## config.mk

```make
export PLATFORM = sky130hd
export DESIGN_NAME = ucb_uart_ctrl
export DESIGN_NICKNAME = d
export VERILOG_FILES = /design/src/ucb_pkg.sv /design/src/ucb_uart_ctrl.sv /design/src/ucb_baud_gen.sv
export SDC_FILE = /design/constraint.sdc
export NUM_CORES = 1
export LEC_CHECK = 0
export BUFFER_PORTS_ARGS = -buffer_cell sky130_fd_sc_hd__buf_2
export CAP_MARGIN = 20
export CORE_MARGIN = 10
export CORE_UTILIZATION = 40
export CTS_CLUSTER_DIAMETER = 100
export DETAILED_ROUTE_END_ITERATION = 6
export PLACE_DENSITY = 0.66
export SLEW_MARGIN = 0
export SYNTH_ARGS = -nofsm -noshare
export SYNTH_HDL_FRONTEND = slang
export SYNTH_SLANG_ARGS = --single-unit
```

## constraint.sdc

```tcl
create_clock -name clk_sys -period 7.9 [get_ports clk_sys]
set_input_delay 1.185 -clock clk_sys [delete_from_list [all_inputs] [get_ports clk_sys]]
set_output_delay 1.185 -clock clk_sys [all_outputs]
set_load 0.01 [all_outputs]
```

## src/ucb_pkg.sv

```systemverilog
/*
  Shared constants for the serial control and baud generator block:
  register offsets, field positions, reset values, divider ratios and
  state encodings.
  Assumes it is compiled before every module that names it.
*/
package ucb_pkg;

  // Register offsets on the plain register port (index of an 8-bit reg).
  localparam logic [2:0] OFS_CTL_ONE = 3'h0;
  localparam logic [2:0] OFS_CTL_TWO = 3'h1;
  localparam logic [2:0] OFS_SINGLE = 3'h2;
  localparam logic [2:0] OFS_DATA = 3'h3;
  localparam logic [2:0] OFS_DIVISOR = 3'h4;
  localparam logic [2:0] OFS_STATUS = 3'h5;

  // Field positions in serial_control_one.
  localparam int B_MASTER_EN = 7;
  localparam int B_WORD_LEN = 6;
  localparam int B_STOP_CNT = 3;
  localparam int B_BREAK = 2;
  localparam int B_RX_NINTH = 1;
  localparam int B_TX_NINTH = 0;

  // Field positions in serial_control_two.
  localparam int B_TX_ON = 7;
  localparam int B_RX_ON = 6;
  localparam int B_HIGH_SPEED = 5;
  localparam int B_ADDR_DET = 4;
  localparam int B_PIN_WAKE = 3;
  localparam int B_RX_IRQ = 2;
  localparam int B_TRANSMIT_IDLE_FLAG_IRQ = 1;
  localparam int B_TEMPTY_IRQ = 0;

  // Field positions in the status register.
  localparam int B_ST_WAKE = 5;
  localparam int B_ST_OVERRUN = 4;
  localparam int B_ST_RX_IDLE = 3;
  localparam int B_ST_RX_READY = 2;
  localparam int B_ST_TX_IDLE = 1;
  localparam int B_ST_TX_EMPTY = 0;

  // Reset values of the control, divisor and data registers.
  localparam logic [7:0] RST_CTL_ONE = 8'h00;
  localparam logic [7:0] RST_CTL_TWO = 8'h00;
  localparam logic [7:0] RST_DIVISOR = 8'h00;
  localparam logic [7:0] RST_DATA = 8'h00;

  // Prescale ratios of the baud generator, in divided clock ticks.
  localparam logic [5:0] PRE_LOW_LAST = 6'h3F;
  localparam logic [5:0] PRE_HIGH_LAST = 6'h0F;
  localparam logic [5:0] PRE_LOW_HALF = 6'h1F;
  localparam logic [5:0] PRE_HIGH_HALF = 6'h07;

  // Break length less one in bit periods, and last data bit index per format.
  localparam logic [3:0] BREAK_BITS = 4'hD;
  localparam logic [3:0] LAST_BIT_8 = 4'h7;
  localparam logic [3:0] LAST_BIT_9 = 4'h8;

  // Transmitter states.
  typedef enum logic [2:0] {
    TX_IDLE = 3'b000,
    TX_START = 3'b001,
    TX_DATA = 3'b010,
    TX_STOP = 3'b011,
    TX_BREAK = 3'b100
  } ucb_tx_state_t;

  // Receiver states.
  typedef enum logic [1:0] {
    RX_IDLE = 2'b00,
    RX_START = 2'b01,
    RX_DATA = 2'b10,
    RX_STOP = 2'b11
  } ucb_rx_state_t;

endpackage

```

## src/ucb_uart_ctrl.sv

```systemverilog
/*
  Control, status and serial engine of the asynchronous transceiver:
  registers, transmitter, receiver, pin routing and the request line.
  Assumes a plain register port on clk_sys and pins from outside the
  clock domain on the serial input.
*/
`timescale 1ns/1ps
// Overview of operation
// - Stop select one gives two stop bits.
// - Break after buffered data, low fourteen bits.
// - Ninth received bit stored in nine-bit format.
// - Ninth transmitted bit taken from control field.
// - Transmitter off aborts, empties buffer, floats pin.
// - Transmitter active only with both enables.
// - Receiver off aborts, empties buffer, clears overrun.
// - Receiver active only with both enables.
// - Baud rate fH over 64 or 16 times N+1.
// - Free-running eight-bit timer, N from 0-255.
// - Address bit one marks address, raises request.
// - Address bit zero word discarded, no request.
// - Falling edge while clock stopped raises wake.
// - No wake while clock runs or disabled.
// - Receive enable gates ready and overrun flags.
// - Idle enable gates transmitter idle flag.
// - Empty enable gates transmit empty flag.
// - Single-line mode selects shared pin use.
// - Both enables in single-line: pin receives only.
// - Upper seven single-line bits read zero.
// - Shared data register: write sends, read receives.
// - Master off floats pins, clears state, ready and overrun flags; keeps wake.
// - Word length select: eight or nine bits.
// - Least significant bit first, shared rate.
module ucb_uart_ctrl (
  input wire logic clk_sys,
  input wire logic arst_n,
  input wire logic [2:0] addr,
  input wire logic [7:0] wdata,
  input wire logic wr_stb,
  input wire logic rd_stb,
  input wire logic rxtx_i,
  input wire logic fh_stopped,
  output logic [7:0] rdata_r,
  output logic tx_o_r,
  output logic tx_oe_n_r,
  output logic rxtx_o_r,
  output logic rxtx_oe_n_r,
  output logic irq_r,
  output logic wake_req_r
);

  // Reset release chain and the synchronised copy used everywhere.
  logic rst_s1_r;
  logic rst_n;
  // Serial input synchroniser, and a delayed copy for edge detection.
  logic rx_s1_r;
  logic rx_s2_r;
  logic rx_d_r;
  // Software-visible registers.
  logic [7:0] ctl1_r;
  logic [7:0] ctl2_r;
  logic swm_r;
  logic [7:0] div_r;
  // Transmit holding buffer and its fill state.
  logic [7:0] tx_buf_r;
  logic tx_full_r;
  // Receive buffer, ninth bit and flags.
  logic [7:0] rx_buf_r;
  logic rx_ninth_r;
  logic receive_ready_flag_r;
  logic ovr_r;
  logic wake_r;
  // Set by a status read; arms the clear sequence on a data read.
  logic stat_seen_r;
  // Transmitter engine.
  ucb_pkg::ucb_tx_state_t tx_st_r;
  ucb_pkg::ucb_tx_state_t tx_st_nxt;
  logic [8:0] tx_sh_r;
  logic [3:0] tx_bit_r;
  logic tx_stp_r;
  logic [3:0] brk_cnt_r;
  // Receiver engine.
  ucb_pkg::ucb_rx_state_t rx_st_r;
  logic [8:0] rx_sh_r;
  logic [3:0] rx_bit_r;
  logic [5:0] rx_cnt_r;

  // Decoded controls.
  logic master_en;
  logic len9;
  logic tx_act;
  logic rx_act;
  logic brk_req;
  logic pre_tick;
  logic bit_tick;
  logic [3:0] last_bit;
  logic [5:0] full_last;
  logic [5:0] half_last;
  logic fall_edge;
  logic tx_line;
  logic single_tx;
  logic transmit_idle_flag;
  logic transmit_empty_flag;

  // Bus decode.
  logic wr_ctl1;
  logic wr_ctl2;
  logic wr_single;
  logic wr_data;
  logic wr_div;
  logic rd_data;
  logic rd_stat;
  logic data_accepted;
  logic clr_seq_rd;

  // Frame events.
  logic tx_load;
  logic rx_done;
  logic rx_addr_bit;
  logic rx_keep;
  logic [7:0] rx_word;
  logic [7:0] status;
  logic [7:0] rd_mux;
  logic irq_nxt;
  logic wake_set;

  assign master_en = ctl1_r[ucb_pkg::B_MASTER_EN];
  assign len9 = ctl1_r[ucb_pkg::B_WORD_LEN];
  assign brk_req = ctl1_r[ucb_pkg::B_BREAK];
  assign tx_act = master_en && ctl2_r[ucb_pkg::B_TX_ON];
  assign rx_act = master_en && ctl2_r[ucb_pkg::B_RX_ON];
  assign last_bit = len9 ? ucb_pkg::LAST_BIT_9 : ucb_pkg::LAST_BIT_8;
  assign full_last = ctl2_r[ucb_pkg::B_HIGH_SPEED] ?
                     ucb_pkg::PRE_HIGH_LAST : ucb_pkg::PRE_LOW_LAST;
  assign half_last = ctl2_r[ucb_pkg::B_HIGH_SPEED] ?
                     ucb_pkg::PRE_HIGH_HALF : ucb_pkg::PRE_LOW_HALF;
  assign fall_edge = rx_d_r && !rx_s2_r;

  assign wr_ctl1 = wr_stb && (addr == ucb_pkg::OFS_CTL_ONE);
  assign wr_ctl2 = wr_stb && (addr == ucb_pkg::OFS_CTL_TWO);
  assign wr_single = wr_stb && (addr == ucb_pkg::OFS_SINGLE);
  assign wr_data = wr_stb && (addr == ucb_pkg::OFS_DATA);
  assign wr_div = wr_stb && (addr == ucb_pkg::OFS_DIVISOR);
  assign rd_data = rd_stb && (addr == ucb_pkg::OFS_DATA);
  assign rd_stat = rd_stb && (addr == ucb_pkg::OFS_STATUS);
  // A full holding buffer refuses writes; the byte is then dropped.
  assign data_accepted = wr_data && !tx_full_r;
  assign clr_seq_rd = rd_data && stat_seen_r;

  // Transmit flags: empty while the buffer is free, idle when also
  // nothing is shifting and no break is queued.
  assign transmit_empty_flag = !tx_full_r;
  assign transmit_idle_flag = transmit_empty_flag && (tx_st_r == ucb_pkg::TX_IDLE) && !brk_req;

  // The holding buffer moves to the shifter whenever the line is free.
  assign tx_load = tx_act && bit_tick && tx_full_r &&
                   ((tx_st_r == ucb_pkg::TX_IDLE) ||
                    ((tx_st_r == ucb_pkg::TX_STOP) &&
                     (tx_stp_r || !ctl1_r[ucb_pkg::B_STOP_CNT])));

  // Line level follows the state; data leaves LSB first.
  assign tx_line = (tx_st_r == ucb_pkg::TX_START) ? 1'b0 :
                   (tx_st_r == ucb_pkg::TX_DATA) ? tx_sh_r[0] :
                   (tx_st_r == ucb_pkg::TX_BREAK) ? 1'b0 : 1'b1;

  // Shared pin transmits only in single-line mode without receiver.
  assign single_tx = swm_r && tx_act && !ctl2_r[ucb_pkg::B_RX_ON];

  // Received word alignment depends on the format.
  assign rx_word = len9 ? rx_sh_r[7:0] : rx_sh_r[8:1];
  assign rx_addr_bit = len9 ? rx_sh_r[8] : rx_sh_r[8];
  assign rx_done = rx_act && pre_tick && (rx_st_r == ucb_pkg::RX_STOP) &&
                   (rx_cnt_r >= full_last);
  assign rx_keep = !ctl2_r[ucb_pkg::B_ADDR_DET] || rx_addr_bit;

  assign wake_set = fh_stopped && ctl2_r[ucb_pkg::B_PIN_WAKE] &&
                    fall_edge;

  assign status = {2'b00, wake_r, ovr_r,
                   (rx_st_r == ucb_pkg::RX_IDLE), receive_ready_flag_r, transmit_idle_flag, transmit_empty_flag};

  // Read mux; the transmit ninth bit is write only and reads zero.
  assign rd_mux = (addr == ucb_pkg::OFS_CTL_ONE) ?
                  {ctl1_r[7:2], rx_ninth_r, 1'b0} :
                  (addr == ucb_pkg::OFS_CTL_TWO) ? ctl2_r :
                  (addr == ucb_pkg::OFS_SINGLE) ? {7'h00, swm_r} :
                  (addr == ucb_pkg::OFS_DATA) ? rx_buf_r :
                  (addr == ucb_pkg::OFS_DIVISOR) ? div_r :
                  (addr == ucb_pkg::OFS_STATUS) ? status : 8'h00;

  assign irq_nxt =
    (ctl2_r[ucb_pkg::B_RX_IRQ] && (receive_ready_flag_r || ovr_r)) ||
    (ctl2_r[ucb_pkg::B_TRANSMIT_IDLE_FLAG_IRQ] && transmit_idle_flag) ||
    (ctl2_r[ucb_pkg::B_TEMPTY_IRQ] && transmit_empty_flag) ||
    wake_r;

  ucb_baud_gen #(
    .DIV_W(8)
  ) u_baud (
    .clk_sys(clk_sys),
    .rst_n(rst_n),
    .clear(!master_en),
    .divisor(div_r),
    .high_speed(ctl2_r[ucb_pkg::B_HIGH_SPEED]),
    .pre_tick(pre_tick),
    .bit_tick(bit_tick)
  );

  // Reset release: asserted at once, released after two clock edges.
  always_ff @(posedge clk_sys or negedge arst_n) begin
    if (!arst_n) begin
      rst_s1_r <= 1'b0;
      rst_n <= 1'b0;
    end else begin
      rst_s1_r <= 1'b1;
      rst_n <= rst_s1_r;
    end
  end

  // Serial input passes two flops; the second and its delayed copy are looked at.
  always_ff @(posedge clk_sys or negedge rst_n) begin
    if (!rst_n) begin
      rx_s1_r <= 1'b1;
      rx_s2_r <= 1'b1;
      rx_d_r <= 1'b1;
    end else begin
      rx_s1_r <= rxtx_i;
      rx_s2_r <= rx_s1_r;
      rx_d_r <= rx_s2_r;
    end
  end

  // Control registers; a cleared master enable forces off both enables
  // and the break request while keeping the other settings.
  always_ff @(posedge clk_sys or negedge rst_n) begin
    if (!rst_n) begin
      ctl1_r <= ucb_pkg::RST_CTL_ONE;
      ctl2_r <= ucb_pkg::RST_CTL_TWO;
      swm_r <= 1'b0;
      div_r <= ucb_pkg::RST_DIVISOR;
    end else begin
      if (wr_ctl1) begin
        ctl1_r <= wdata;
      end else if (!master_en) begin
        ctl1_r[ucb_pkg::B_BREAK] <= 1'b0;
      end
      if (wr_ctl2 && master_en) begin
        ctl2_r <= wdata;
      end else if (!master_en) begin
        ctl2_r[ucb_pkg::B_TX_ON] <= 1'b0;
        ctl2_r[ucb_pkg::B_RX_ON] <= 1'b0;
        if (wr_ctl2) begin
          ctl2_r[5:0] <= wdata[5:0];
        end
      end
      if (wr_single) begin
        swm_r <= wdata[0];
      end
      if (wr_div) begin
        div_r <= wdata;
      end
    end
  end

  // Holding buffer: filled by an accepted data write, emptied on load.
  always_ff @(posedge clk_sys or negedge rst_n) begin
    if (!rst_n) begin
      tx_buf_r <= ucb_pkg::RST_DATA;
      tx_full_r <= 1'b0;
    end else if (!tx_act) begin
      tx_full_r <= 1'b0;
    end else if (data_accepted) begin
      tx_buf_r <= wdata;
      tx_full_r <= 1'b1;
    end else if (tx_load) begin
      tx_full_r <= 1'b0;
    end
  end

  // Transmitter next state; every step lands on a baud tick so break
  // and bit lengths are whole bit periods.
  always_comb begin
    tx_st_nxt = tx_st_r;
    case (tx_st_r)
      ucb_pkg::TX_IDLE: begin
        if (tx_load) begin
          tx_st_nxt = ucb_pkg::TX_START;
        end else if (bit_tick && brk_req) begin
          tx_st_nxt = ucb_pkg::TX_BREAK;
        end
      end
      ucb_pkg::TX_START: begin
        if (bit_tick) begin
          tx_st_nxt = ucb_pkg::TX_DATA;
        end
      end
      ucb_pkg::TX_DATA: begin
        if (bit_tick && (tx_bit_r == last_bit)) begin
          tx_st_nxt = ucb_pkg::TX_STOP;
        end
      end
      ucb_pkg::TX_STOP: begin
        if (tx_load) begin
          tx_st_nxt = ucb_pkg::TX_START;
        end else if (bit_tick &&
                     (tx_stp_r || !ctl1_r[ucb_pkg::B_STOP_CNT])) begin
          tx_st_nxt = ucb_pkg::TX_IDLE;
        end
      end
      ucb_pkg::TX_BREAK: begin
        if (bit_tick && (brk_cnt_r >= ucb_pkg::BREAK_BITS) && !brk_req) begin
          tx_st_nxt = ucb_pkg::TX_IDLE;
        end
      end
      default: begin
        tx_st_nxt = ucb_pkg::TX_IDLE;
      end
    endcase
  end

  // Transmitter datapath; disabling aborts the frame at once.
  always_ff @(posedge clk_sys or negedge rst_n) begin
    if (!rst_n) begin
      tx_st_r <= ucb_pkg::TX_IDLE;
      tx_sh_r <= '0;
      tx_bit_r <= '0;
      tx_stp_r <= 1'b0;
      brk_cnt_r <= '0;
    end else if (!tx_act) begin
      tx_st_r <= ucb_pkg::TX_IDLE;
      tx_stp_r <= 1'b0;
      brk_cnt_r <= '0;
    end else begin
      tx_st_r <= tx_st_nxt;
      if (tx_load) begin
        tx_sh_r <= {ctl1_r[ucb_pkg::B_TX_NINTH], tx_buf_r};
        tx_bit_r <= '0;
        tx_stp_r <= 1'b0;
      end else if (bit_tick && (tx_st_r == ucb_pkg::TX_DATA)) begin
        tx_sh_r <= {1'b0, tx_sh_r[8:1]};
        tx_bit_r <= tx_bit_r + 1'b1;
      end else if (bit_tick && (tx_st_r == ucb_pkg::TX_STOP)) begin
        tx_stp_r <= 1'b1;
      end
      if (tx_st_r != ucb_pkg::TX_BREAK) begin
        brk_cnt_r <= '0;
      end else if (bit_tick && (brk_cnt_r < ucb_pkg::BREAK_BITS)) begin
        brk_cnt_r <= brk_cnt_r + 1'b1;
      end
    end
  end

  // Receiver: start edge, mid-bit check, then one sample per bit.
  always_ff @(posedge clk_sys or negedge rst_n) begin
    if (!rst_n) begin
      rx_st_r <= ucb_pkg::RX_IDLE;
      rx_sh_r <= '0;
      rx_bit_r <= '0;
      rx_cnt_r <= '0;
    end else if (!rx_act) begin
      rx_st_r <= ucb_pkg::RX_IDLE;
      rx_cnt_r <= '0;
    end else begin
      case (rx_st_r)
        ucb_pkg::RX_IDLE: begin
          rx_cnt_r <= '0;
          if (fall_edge) begin
            rx_st_r <= ucb_pkg::RX_START;
          end
        end
        ucb_pkg::RX_START: begin
          if (pre_tick && (rx_cnt_r >= half_last)) begin
            rx_cnt_r <= '0;
            rx_bit_r <= '0;
            // A start bit that is high again at mid-bit was a glitch.
            rx_st_r <= rx_s2_r ? ucb_pkg::RX_IDLE : ucb_pkg::RX_DATA;
          end else if (pre_tick) begin
            rx_cnt_r <= rx_cnt_r + 1'b1;
          end
        end
        ucb_pkg::RX_DATA: begin
          if (pre_tick && (rx_cnt_r >= full_last)) begin
            rx_cnt_r <= '0;
            rx_sh_r <= {rx_s2_r, rx_sh_r[8:1]};
            rx_bit_r <= rx_bit_r + 1'b1;
            if (rx_bit_r == last_bit) begin
              rx_st_r <= ucb_pkg::RX_STOP;
            end
          end else if (pre_tick) begin
            rx_cnt_r <= rx_cnt_r + 1'b1;
          end
        end
        ucb_pkg::RX_STOP: begin
          if (rx_done) begin
            rx_st_r <= ucb_pkg::RX_IDLE;
          end else if (pre_tick) begin
            rx_cnt_r <= rx_cnt_r + 1'b1;
          end
        end
        default: begin
          rx_st_r <= ucb_pkg::RX_IDLE;
        end
      endcase
    end
  end

  // Receive buffer and flags; a new word beats a same-cycle clear.
  always_ff @(posedge clk_sys or negedge rst_n) begin
    if (!rst_n) begin
      rx_buf_r <= ucb_pkg::RST_DATA;
      rx_ninth_r <= 1'b0;
      receive_ready_flag_r <= 1'b0;
      ovr_r <= 1'b0;
    end else if (!rx_act) begin
      receive_ready_flag_r <= 1'b0;
      ovr_r <= 1'b0;
    end else if (rx_done && rx_keep && receive_ready_flag_r && !clr_seq_rd) begin
      ovr_r <= 1'b1;
    end else if (rx_done && rx_keep) begin
      rx_buf_r <= rx_word;
      rx_ninth_r <= len9 ? rx_sh_r[8] : rx_ninth_r;
      receive_ready_flag_r <= 1'b1;
      ovr_r <= 1'b0;
    end else if (clr_seq_rd) begin
      receive_ready_flag_r <= 1'b0;
      ovr_r <= 1'b0;
    end
  end

  // Clear-sequence arming, wake flag and the registered outputs.
  always_ff @(posedge clk_sys or negedge rst_n) begin
    if (!rst_n) begin
      stat_seen_r <= 1'b0;
      wake_r <= 1'b0;
      rdata_r <= 8'h00;
      irq_r <= 1'b0;
      wake_req_r <= 1'b0;
      tx_o_r <= 1'b1;
      tx_oe_n_r <= 1'b1;
      rxtx_o_r <= 1'b1;
      rxtx_oe_n_r <= 1'b1;
    end else begin
      if (rd_stat) begin
        stat_seen_r <= 1'b1;
      end else if (rd_data || wr_data) begin
        stat_seen_r <= 1'b0;
      end
      if (wake_set) begin
        wake_r <= 1'b1;
      end else if (rd_stat) begin
        wake_r <= 1'b0;
      end
      rdata_r <= rd_stb ? rd_mux : 8'h00;
      irq_r <= irq_nxt;
      wake_req_r <= wake_r;
      tx_o_r <= tx_line;
      tx_oe_n_r <= !(tx_act && !single_tx);
      rxtx_o_r <= tx_line;
      rxtx_oe_n_r <= !single_tx;
    end
  end

endmodule

```

## src/ucb_baud_gen.sv

```systemverilog
/*
  Free-running baud generator: an 8-bit reload timer followed by a
  prescaler of 16 or 64.
  Assumes a synchronous reset copy and a clear held while the serial
  function is off.
*/
`timescale 1ns/1ps
module ucb_baud_gen #(
  parameter int DIV_W = 8
) (
  input wire logic clk_sys,
  input wire logic rst_n,
  input wire logic clear,
  input wire logic [DIV_W-1:0] divisor,
  input wire logic high_speed,
  output logic pre_tick,
  output logic bit_tick
);

  // Reload timer: counts down from the divisor, ticking at zero.
  logic [DIV_W-1:0] tmr_r;
  // Prescaler position within one bit period.
  logic [5:0] pre_r;
  // Last prescaler count for the selected speed.
  logic [5:0] pre_last;
  logic tmr_zero;

  assign tmr_zero = (tmr_r == '0);
  assign pre_last = high_speed ? ucb_pkg::PRE_HIGH_LAST :
                    ucb_pkg::PRE_LOW_LAST;
  assign pre_tick = tmr_zero;
  assign bit_tick = tmr_zero && (pre_r >= pre_last);

  // The timer reloads on every terminal count, so the period is N+1.
  always_ff @(posedge clk_sys or negedge rst_n) begin
    if (!rst_n) begin
      tmr_r <= '0;
    end else if (clear) begin
      tmr_r <= '0;
    end else if (tmr_zero) begin
      tmr_r <= divisor;
    end else begin
      tmr_r <= tmr_r - 1'b1;
    end
  end

  // The prescaler uses >= so a speed change mid-period cannot overrun.
  always_ff @(posedge clk_sys or negedge rst_n) begin
    if (!rst_n) begin
      pre_r <= '0;
    end else if (clear) begin
      pre_r <= '0;
    end else if (bit_tick) begin
      pre_r <= '0;
    end else if (tmr_zero) begin
      pre_r <= pre_r + 1'b1;
    end
  end

endmodule

```

Word-level counts from Yosys, hierarchy flattened
Cells that the tools add are included.
{"block": "op_classes", "order_cmp": 5, "n_reduce_logical": 81, "bitwise": 1, "mux": 75, "add_sub_neg": 6, "n_eq_ne": 38}
{"operator": "$mux W8", "count": 11}
{"operator": "$mux W6", "count": 11}
{"operator": "$logic_and A1 B1 Y1", "count": 44}
{"operator": "$mux W4", "count": 8}
{"operator": "$ne A3 B3 Y1 const B", "count": 10}
{"operator": "$mux W3", "count": 8}
{"operator": "$pmux W6 S4", "count": 1}
{"operator": "$mux W1", "count": 23}
{"operator": "$mux W9", "count": 2}
{"operator": "$ne A3 B1 Y1 const B", "count": 5}
{"operator": "$pmux W3 S5", "count": 1}
{"operator": "$mux W2", "count": 7}
{"operator": "$add A4 B1 Y4 const B", "count": 3}
{"operator": "$add A6 B1 Y6 const B", "count": 2}
{"operator": "$eq A3 B2 Y1 const B", "count": 4}
{"operator": "$ge A6 B6 Y1", "count": 2}
{"operator": "$reduce_and A2 Y1", "count": 5}
{"operator": "$reduce_and A5 Y1", "count": 2}
{"operator": "$reduce_bool A2 Y1", "count": 5}
{"operator": "$eq A3 B3 Y1 const B", "count": 3}
{"operator": "$logic_not A1 Y1", "count": 9}
{"operator": "$eq A4 B4 Y1", "count": 2}
{"operator": "$logic_not A8 Y1", "count": 1}
{"operator": "$logic_or A1 B1 Y1", "count": 8}
{"operator": "other kinds (21)", "count": 29}
{"block": "totals", "ff_bits": 121}

Logic depth before layout (Yosys ltp)
{"block": "logic_depth", "ltp_word": 10, "depth_mapped": 9, "mapped_depth_nobuf": 8}

Cells and area by module
Synthesis repeated with hierarchy kept, for this count alone.
{"block": "hier_totals", "cells_unflattened": 573, "area_unflattened_um2": 5985.7}
{"mod": "ucb_uart_ctrl", "cells_per_inst": 485, "area_per_inst_um2": 5141.2, "instances": 1, "seq_area_each_um2": 2660.1}
{"mod": "ucb_baud_gen", "cells_per_inst": 88, "area_per_inst_um2": 844.6, "instances": 1, "seq_area_each_um2": 350.3}

Worst setup path before layout
OpenSTA, ideal clock, no wires.
{"block": "synth_path", "path_kind": "input-to-reg", "startpoint": "input addr[2]", "endpoint": "register tx_buf_r[0]", "path_slack_ns": 5.291, "n_path_buf": 1, "stages": 5, "t_arrival_ns": 2.484, "required_ns": 7.775, "cell_sequence": "clkbuf_1 nand2b_1 nor2_1 nor4b_4 mux2_2"}
{"block": "synth_between", "elab_chain_cells": 4}
{"element": "start, declared", "line": "ucb_uart_ctrl.sv:36", "rtl": "input wire logic [2:0] addr,"}
{"element": "$eq A3 B2 Y1", "line": "ucb_uart_ctrl.sv:141", "rtl": "assign wr_data = wr_stb && (addr == ucb_pkg::OFS_DATA);"}
{"element": "$logic_and A1 B1 Y1", "line": "ucb_uart_ctrl.sv:141"}
{"element": "$logic_and A1 B1 Y1", "line": "ucb_uart_ctrl.sv:146", "rtl": "assign data_accepted = wr_data && !tx_full_r;"}
{"element": "$reduce_and A2 Y1 (no source line)"}
{"element": "end signal, assigned", "line": "ucb_uart_ctrl.sv:267", "rtl": "tx_buf_r <= ucb_pkg::RST_DATA;"}
{"element": "end signal, assigned", "line": "ucb_uart_ctrl.sv:272", "rtl": "tx_buf_r <= wdata;"}
{"element": "end, declared", "line": "ucb_uart_ctrl.sv:64", "rtl": "logic [7:0] tx_buf_r;"}
No other way between the ends.
A chain may end at the register's enable or synchronous reset.

Final worst setup path
{"block": "layout_path", "startpoint": "input addr[0]", "endpoint": "register ctl2_r[4]"}
{"block": "layout_between", "elab_chain_cells": 5, "word_cells_on_any_way": 7}
{"element": "$eq A3 B1 Y1 (*)", "line": "ucb_uart_ctrl.sv:139", "rtl": "assign wr_ctl2 = wr_stb && (addr == ucb_pkg::OFS_CTL_TWO);"}
{"element": "$logic_and A1 B1 Y1 (*)", "line": "ucb_uart_ctrl.sv:139"}
{"element": "$logic_and A1 B1 Y1", "line": "ucb_uart_ctrl.sv:246", "rtl": "if (wr_ctl2 && master_en) begin"}
{"element": "$ne A2 B1 Y1 (no source line) / $reduce_bool A2 Y1 (equally long branches)"}
{"element": "$reduce_and A2 Y1 (no source line)"}
{"element": "end signal, assigned", "line": "ucb_uart_ctrl.sv:237", "rtl": "ctl2_r <= ucb_pkg::RST_CTL_TWO;"}
{"element": "end signal, assigned", "line": "ucb_uart_ctrl.sv:247", "rtl": "ctl2_r <= wdata;"}
{"element": "end signal, assigned", "line": "ucb_uart_ctrl.sv:252", "rtl": "ctl2_r[5:0] <= wdata[5:0];"}
{"element": "end, declared", "line": "ucb_uart_ctrl.sv:60", "rtl": "logic [7:0] ctl2_r;"}
Every way passes the cells marked *; elsewhere a longest branch is shown, timed or not.

==> impl_metrics.tcl <==
set metrics [dict create \
    outcome "finished, final reports clean" \
    clk_latency_ps 410 \
    worst-path-max-fanout 21 \
    synth_area_mm2 0.006023 \
    detail_route.wirelength_mm 13.83 \
    slew_violations 0 \
    setup_viol 0 \
    area_growth_pct 13.88 \
    grt_overflow 0 \
    ant_nets 0 \
    dr.pass1.iters 5 \
    crit_path_end "ctl2_r[4]" \
    fin_crit_ps 2829 \
    critPathKind "input port to register" \
    pin_count 31 \
    routed-via-count 4473 \
    layout-drive-gt1-share 0.2039 \
    fp-row-count 44 \
    startpoint_type "input port" \
    synth_compound_area_frac 0.1398 \
    rsz0062_at_grt "false" \
    synth.distinct_cells 68 \
    finalInstanceArea_mm2 0.006859 \
    htreeDepth 4 \
    clk_path_buf_depth 2 \
    timing.rr.start "ctl1_r[7]" \
    die_area_mm2 0.02037 \
    nets 630 \
    cts.sinks 120 \
    ys_ff_latch 120 \
    relSlewSlack 0.3456 \
    drtIter0Drc 328 \
    cp_data_arrival_time_ps 3120 \
    fin_util 0.4684 \
    post-route-period-util 0.3581 \
    total_power_uw 1743 \
    synth-edff-count 0 \
    antenna_found_initial 1 \
    grt_use_total 0.1393 \
    setup_tns_ps 0 \
    yosys.area_share.adder 0.02700 \
    whs_ps 336.1 \
    postCtsHoldBufs 0 \
    start_util 0.4113 \
    ys.flop_type "dfrtp_1" \
    yosys.area_share.simple 0.1687 \
    wl_per_cell_um 17.33 \
    vias_per_cell 5.605 \
    finalHoldViolCount 0 \
    cts_buffers 17 \
    yosysSeqAreaShare 0.4998 \
    drc 0 \
    grt_max_degree 74 \
    synth_nets 606 \
    place_area_mm2 0.006282 \
    r2r_slack_ps 5120 \
    vdd_drop_max_mv 0.1803 \
    cap_viol_max_count 0 \
    postCtsSetupBuffers 0 \
    port_buffers 30 \
    required_ps 8190 \
    cts-root-buf "clkbuf_16" \
    fin_skew_ps 9.602 \
    synth_xor_area_frac 0.01018 \
    core_area_mm2 0.01464 \
    crit_start "addr[0]" \
    leakagePower_uw 0.003063 \
    cp-end-kind "register" \
    final_cell_mix "dfrtp_1 (113), nand2_1 (53), nor2_1 (51)" \
    avgSynthCellArea_um2 10.46 \
    min_path_type "register to asynchronous set/reset pin" \
    worst_pin_slew_ps 973.5 \
    dp_hpwl_mm 9.769 \
    mostFrequentLayoutCell "dfrtp_1" \
    die_h_um 142.7 \
    power_density_mw_per_mm2 254.2 \
    fmax_ghz 0.3535 \
    gp_congestion 0.9604 \
    cts.repair.resized 0 \
    async_flop_share 1.000 \
    die_x_um 142.7 \
    synthMuxAreaShare 0.1226 \
    yosysWarnings 0 \
    worst_r2r_path_depth 6 \
    n_fill_cell 1303 \
    cts.reportedPaths.clkPinSlew_ps 60 \
    grt_pass1_vias 4525 \
    grt_pass1_wl_mm 22.85 \
    postSynthCellCount 576 \
    timing.rr.end "tx_sh_r[0]" \
    synth_top_family_by_area "simple AND/OR/NAND/NOR gates" \
    cts_tree "yes" \
]
synthesized netlist by cell type (4+ instances only):
cell      count  area, µm²
o21a_1        6      45.04
nand4_1       4      25.02
mux2_2       38      427.9
o22ai_1       6      37.54
ha_1         13      162.7
dfrtp_1     114       2853
buf_2         5      25.02
nand2b_1      6      37.54
a21oi_1      35      175.2
nor3_1       12      60.06
dfstp_2       6      157.7
o21ai_0      38      190.2
nor2b_1       7      43.79
clkbuf_1     13      48.80
or3_1         6      37.54
nor2_1       51      191.4
nand2_1      53      198.9
inv_1        15      56.30
nand3_1      18      90.09
and2_1        9      56.30
mux2i_1      31      310.3
or2_2         4      25.02
xor2_1        5      43.79
a31oi_1       4      25.02
o211a_1       7      70.07
registers in the layout, indices dropped and copies added (netlist names), 2 cells and up:
name and cells:
rx_st_r 2, rx_cnt_r 6, tx_bit_r 4, ctl1_r 7, rx_buf_r 8, tx_sh_r 9, rx_bit_r 4, u_baud.tmr_r 8
ctl2_r 8, rdata_r 8, u_baud.pre_r 6, tx_st_r 3, tx_buf_r 8, rx_sh_r 9, brk_cnt_r 4, div_r 8
stage by stage:
step           setup WS (ps)  instances
2_1_floorplan           4320        576
3_3_place_gp            4808        765
3_5_place_dp            4674        765
4_1_cts                 5105        797
5_1_grt                 4789        797
6_report                5071        798
power breakdown:
part / internal [µW] / switching (µW) / total (µW)
Sequential: 667 / 69.9 / 737
Combinational: 112 / 139 / 250
Clock: 492 / 264 / 756
logic make-up after synthesis:
| logic type | count (synthesis) |
|---|---|
| DFF | 120 |
| xor gates and xnor gates | 7 |
| muxes | 69 |
| AOI/OAI and AO/OA | 130 |
| and+or+nand+nor | 195 |
| other | 1 |
| buffers and inverters | 41 |
| adders and majority gates | 13 |
layer usage:
layer / GRT usage / vias up / part of all wire
met5: 0 / - / 0
li1: - / 2117 / -
met2: 0.2197 / 120 / 0.47
met3: 0.03748 / 29 / 0.047
met4: 0.04560 / 0 / 0.017
met1: 0.1818 / 2207 / 0.46
cell type report:
class | count | area (µm²) | share of cell area
clock buffer | 22 | 444.2 | 0.06476
sequential | 120 | 3014 | 0.4394
timing repair buffer | 31 | 157.7 | 0.02298
multi-input combinational | 415 | 2824 | 0.4117
inverter | 15 | 56.30 | 0.008209
antenna | 1 | 2.502 | 0.0003648
clock inverter | 10 | 130.1 | 0.01897
tap | 184 | 230.2 | 0.03356
how the worst min path moves through the flow:
stage	from	endpoint	slack, ps	cells after the start
6_report	rst_n	rx_sh_r[2]	340	0
5_1_grt	rx_s1_r	rx_s2_r	370	0
4_1_cts	rst_n	rx_sh_r[6]	360	0
3_5_place_dp	rst_n	rx_sh_r[6]	350	0
3_3_place_gp	rst_n	rx_sh_r[6]	330	0
2_1_floorplan	rst_s1_r	rst_n	330	0
critical path, cell delays in order:
cell    delay [ps]
buf_2          360
inv_1          290
nor4_2         860
mux2_2         420
Note: power is estimated with default switching activity, not from simulation.
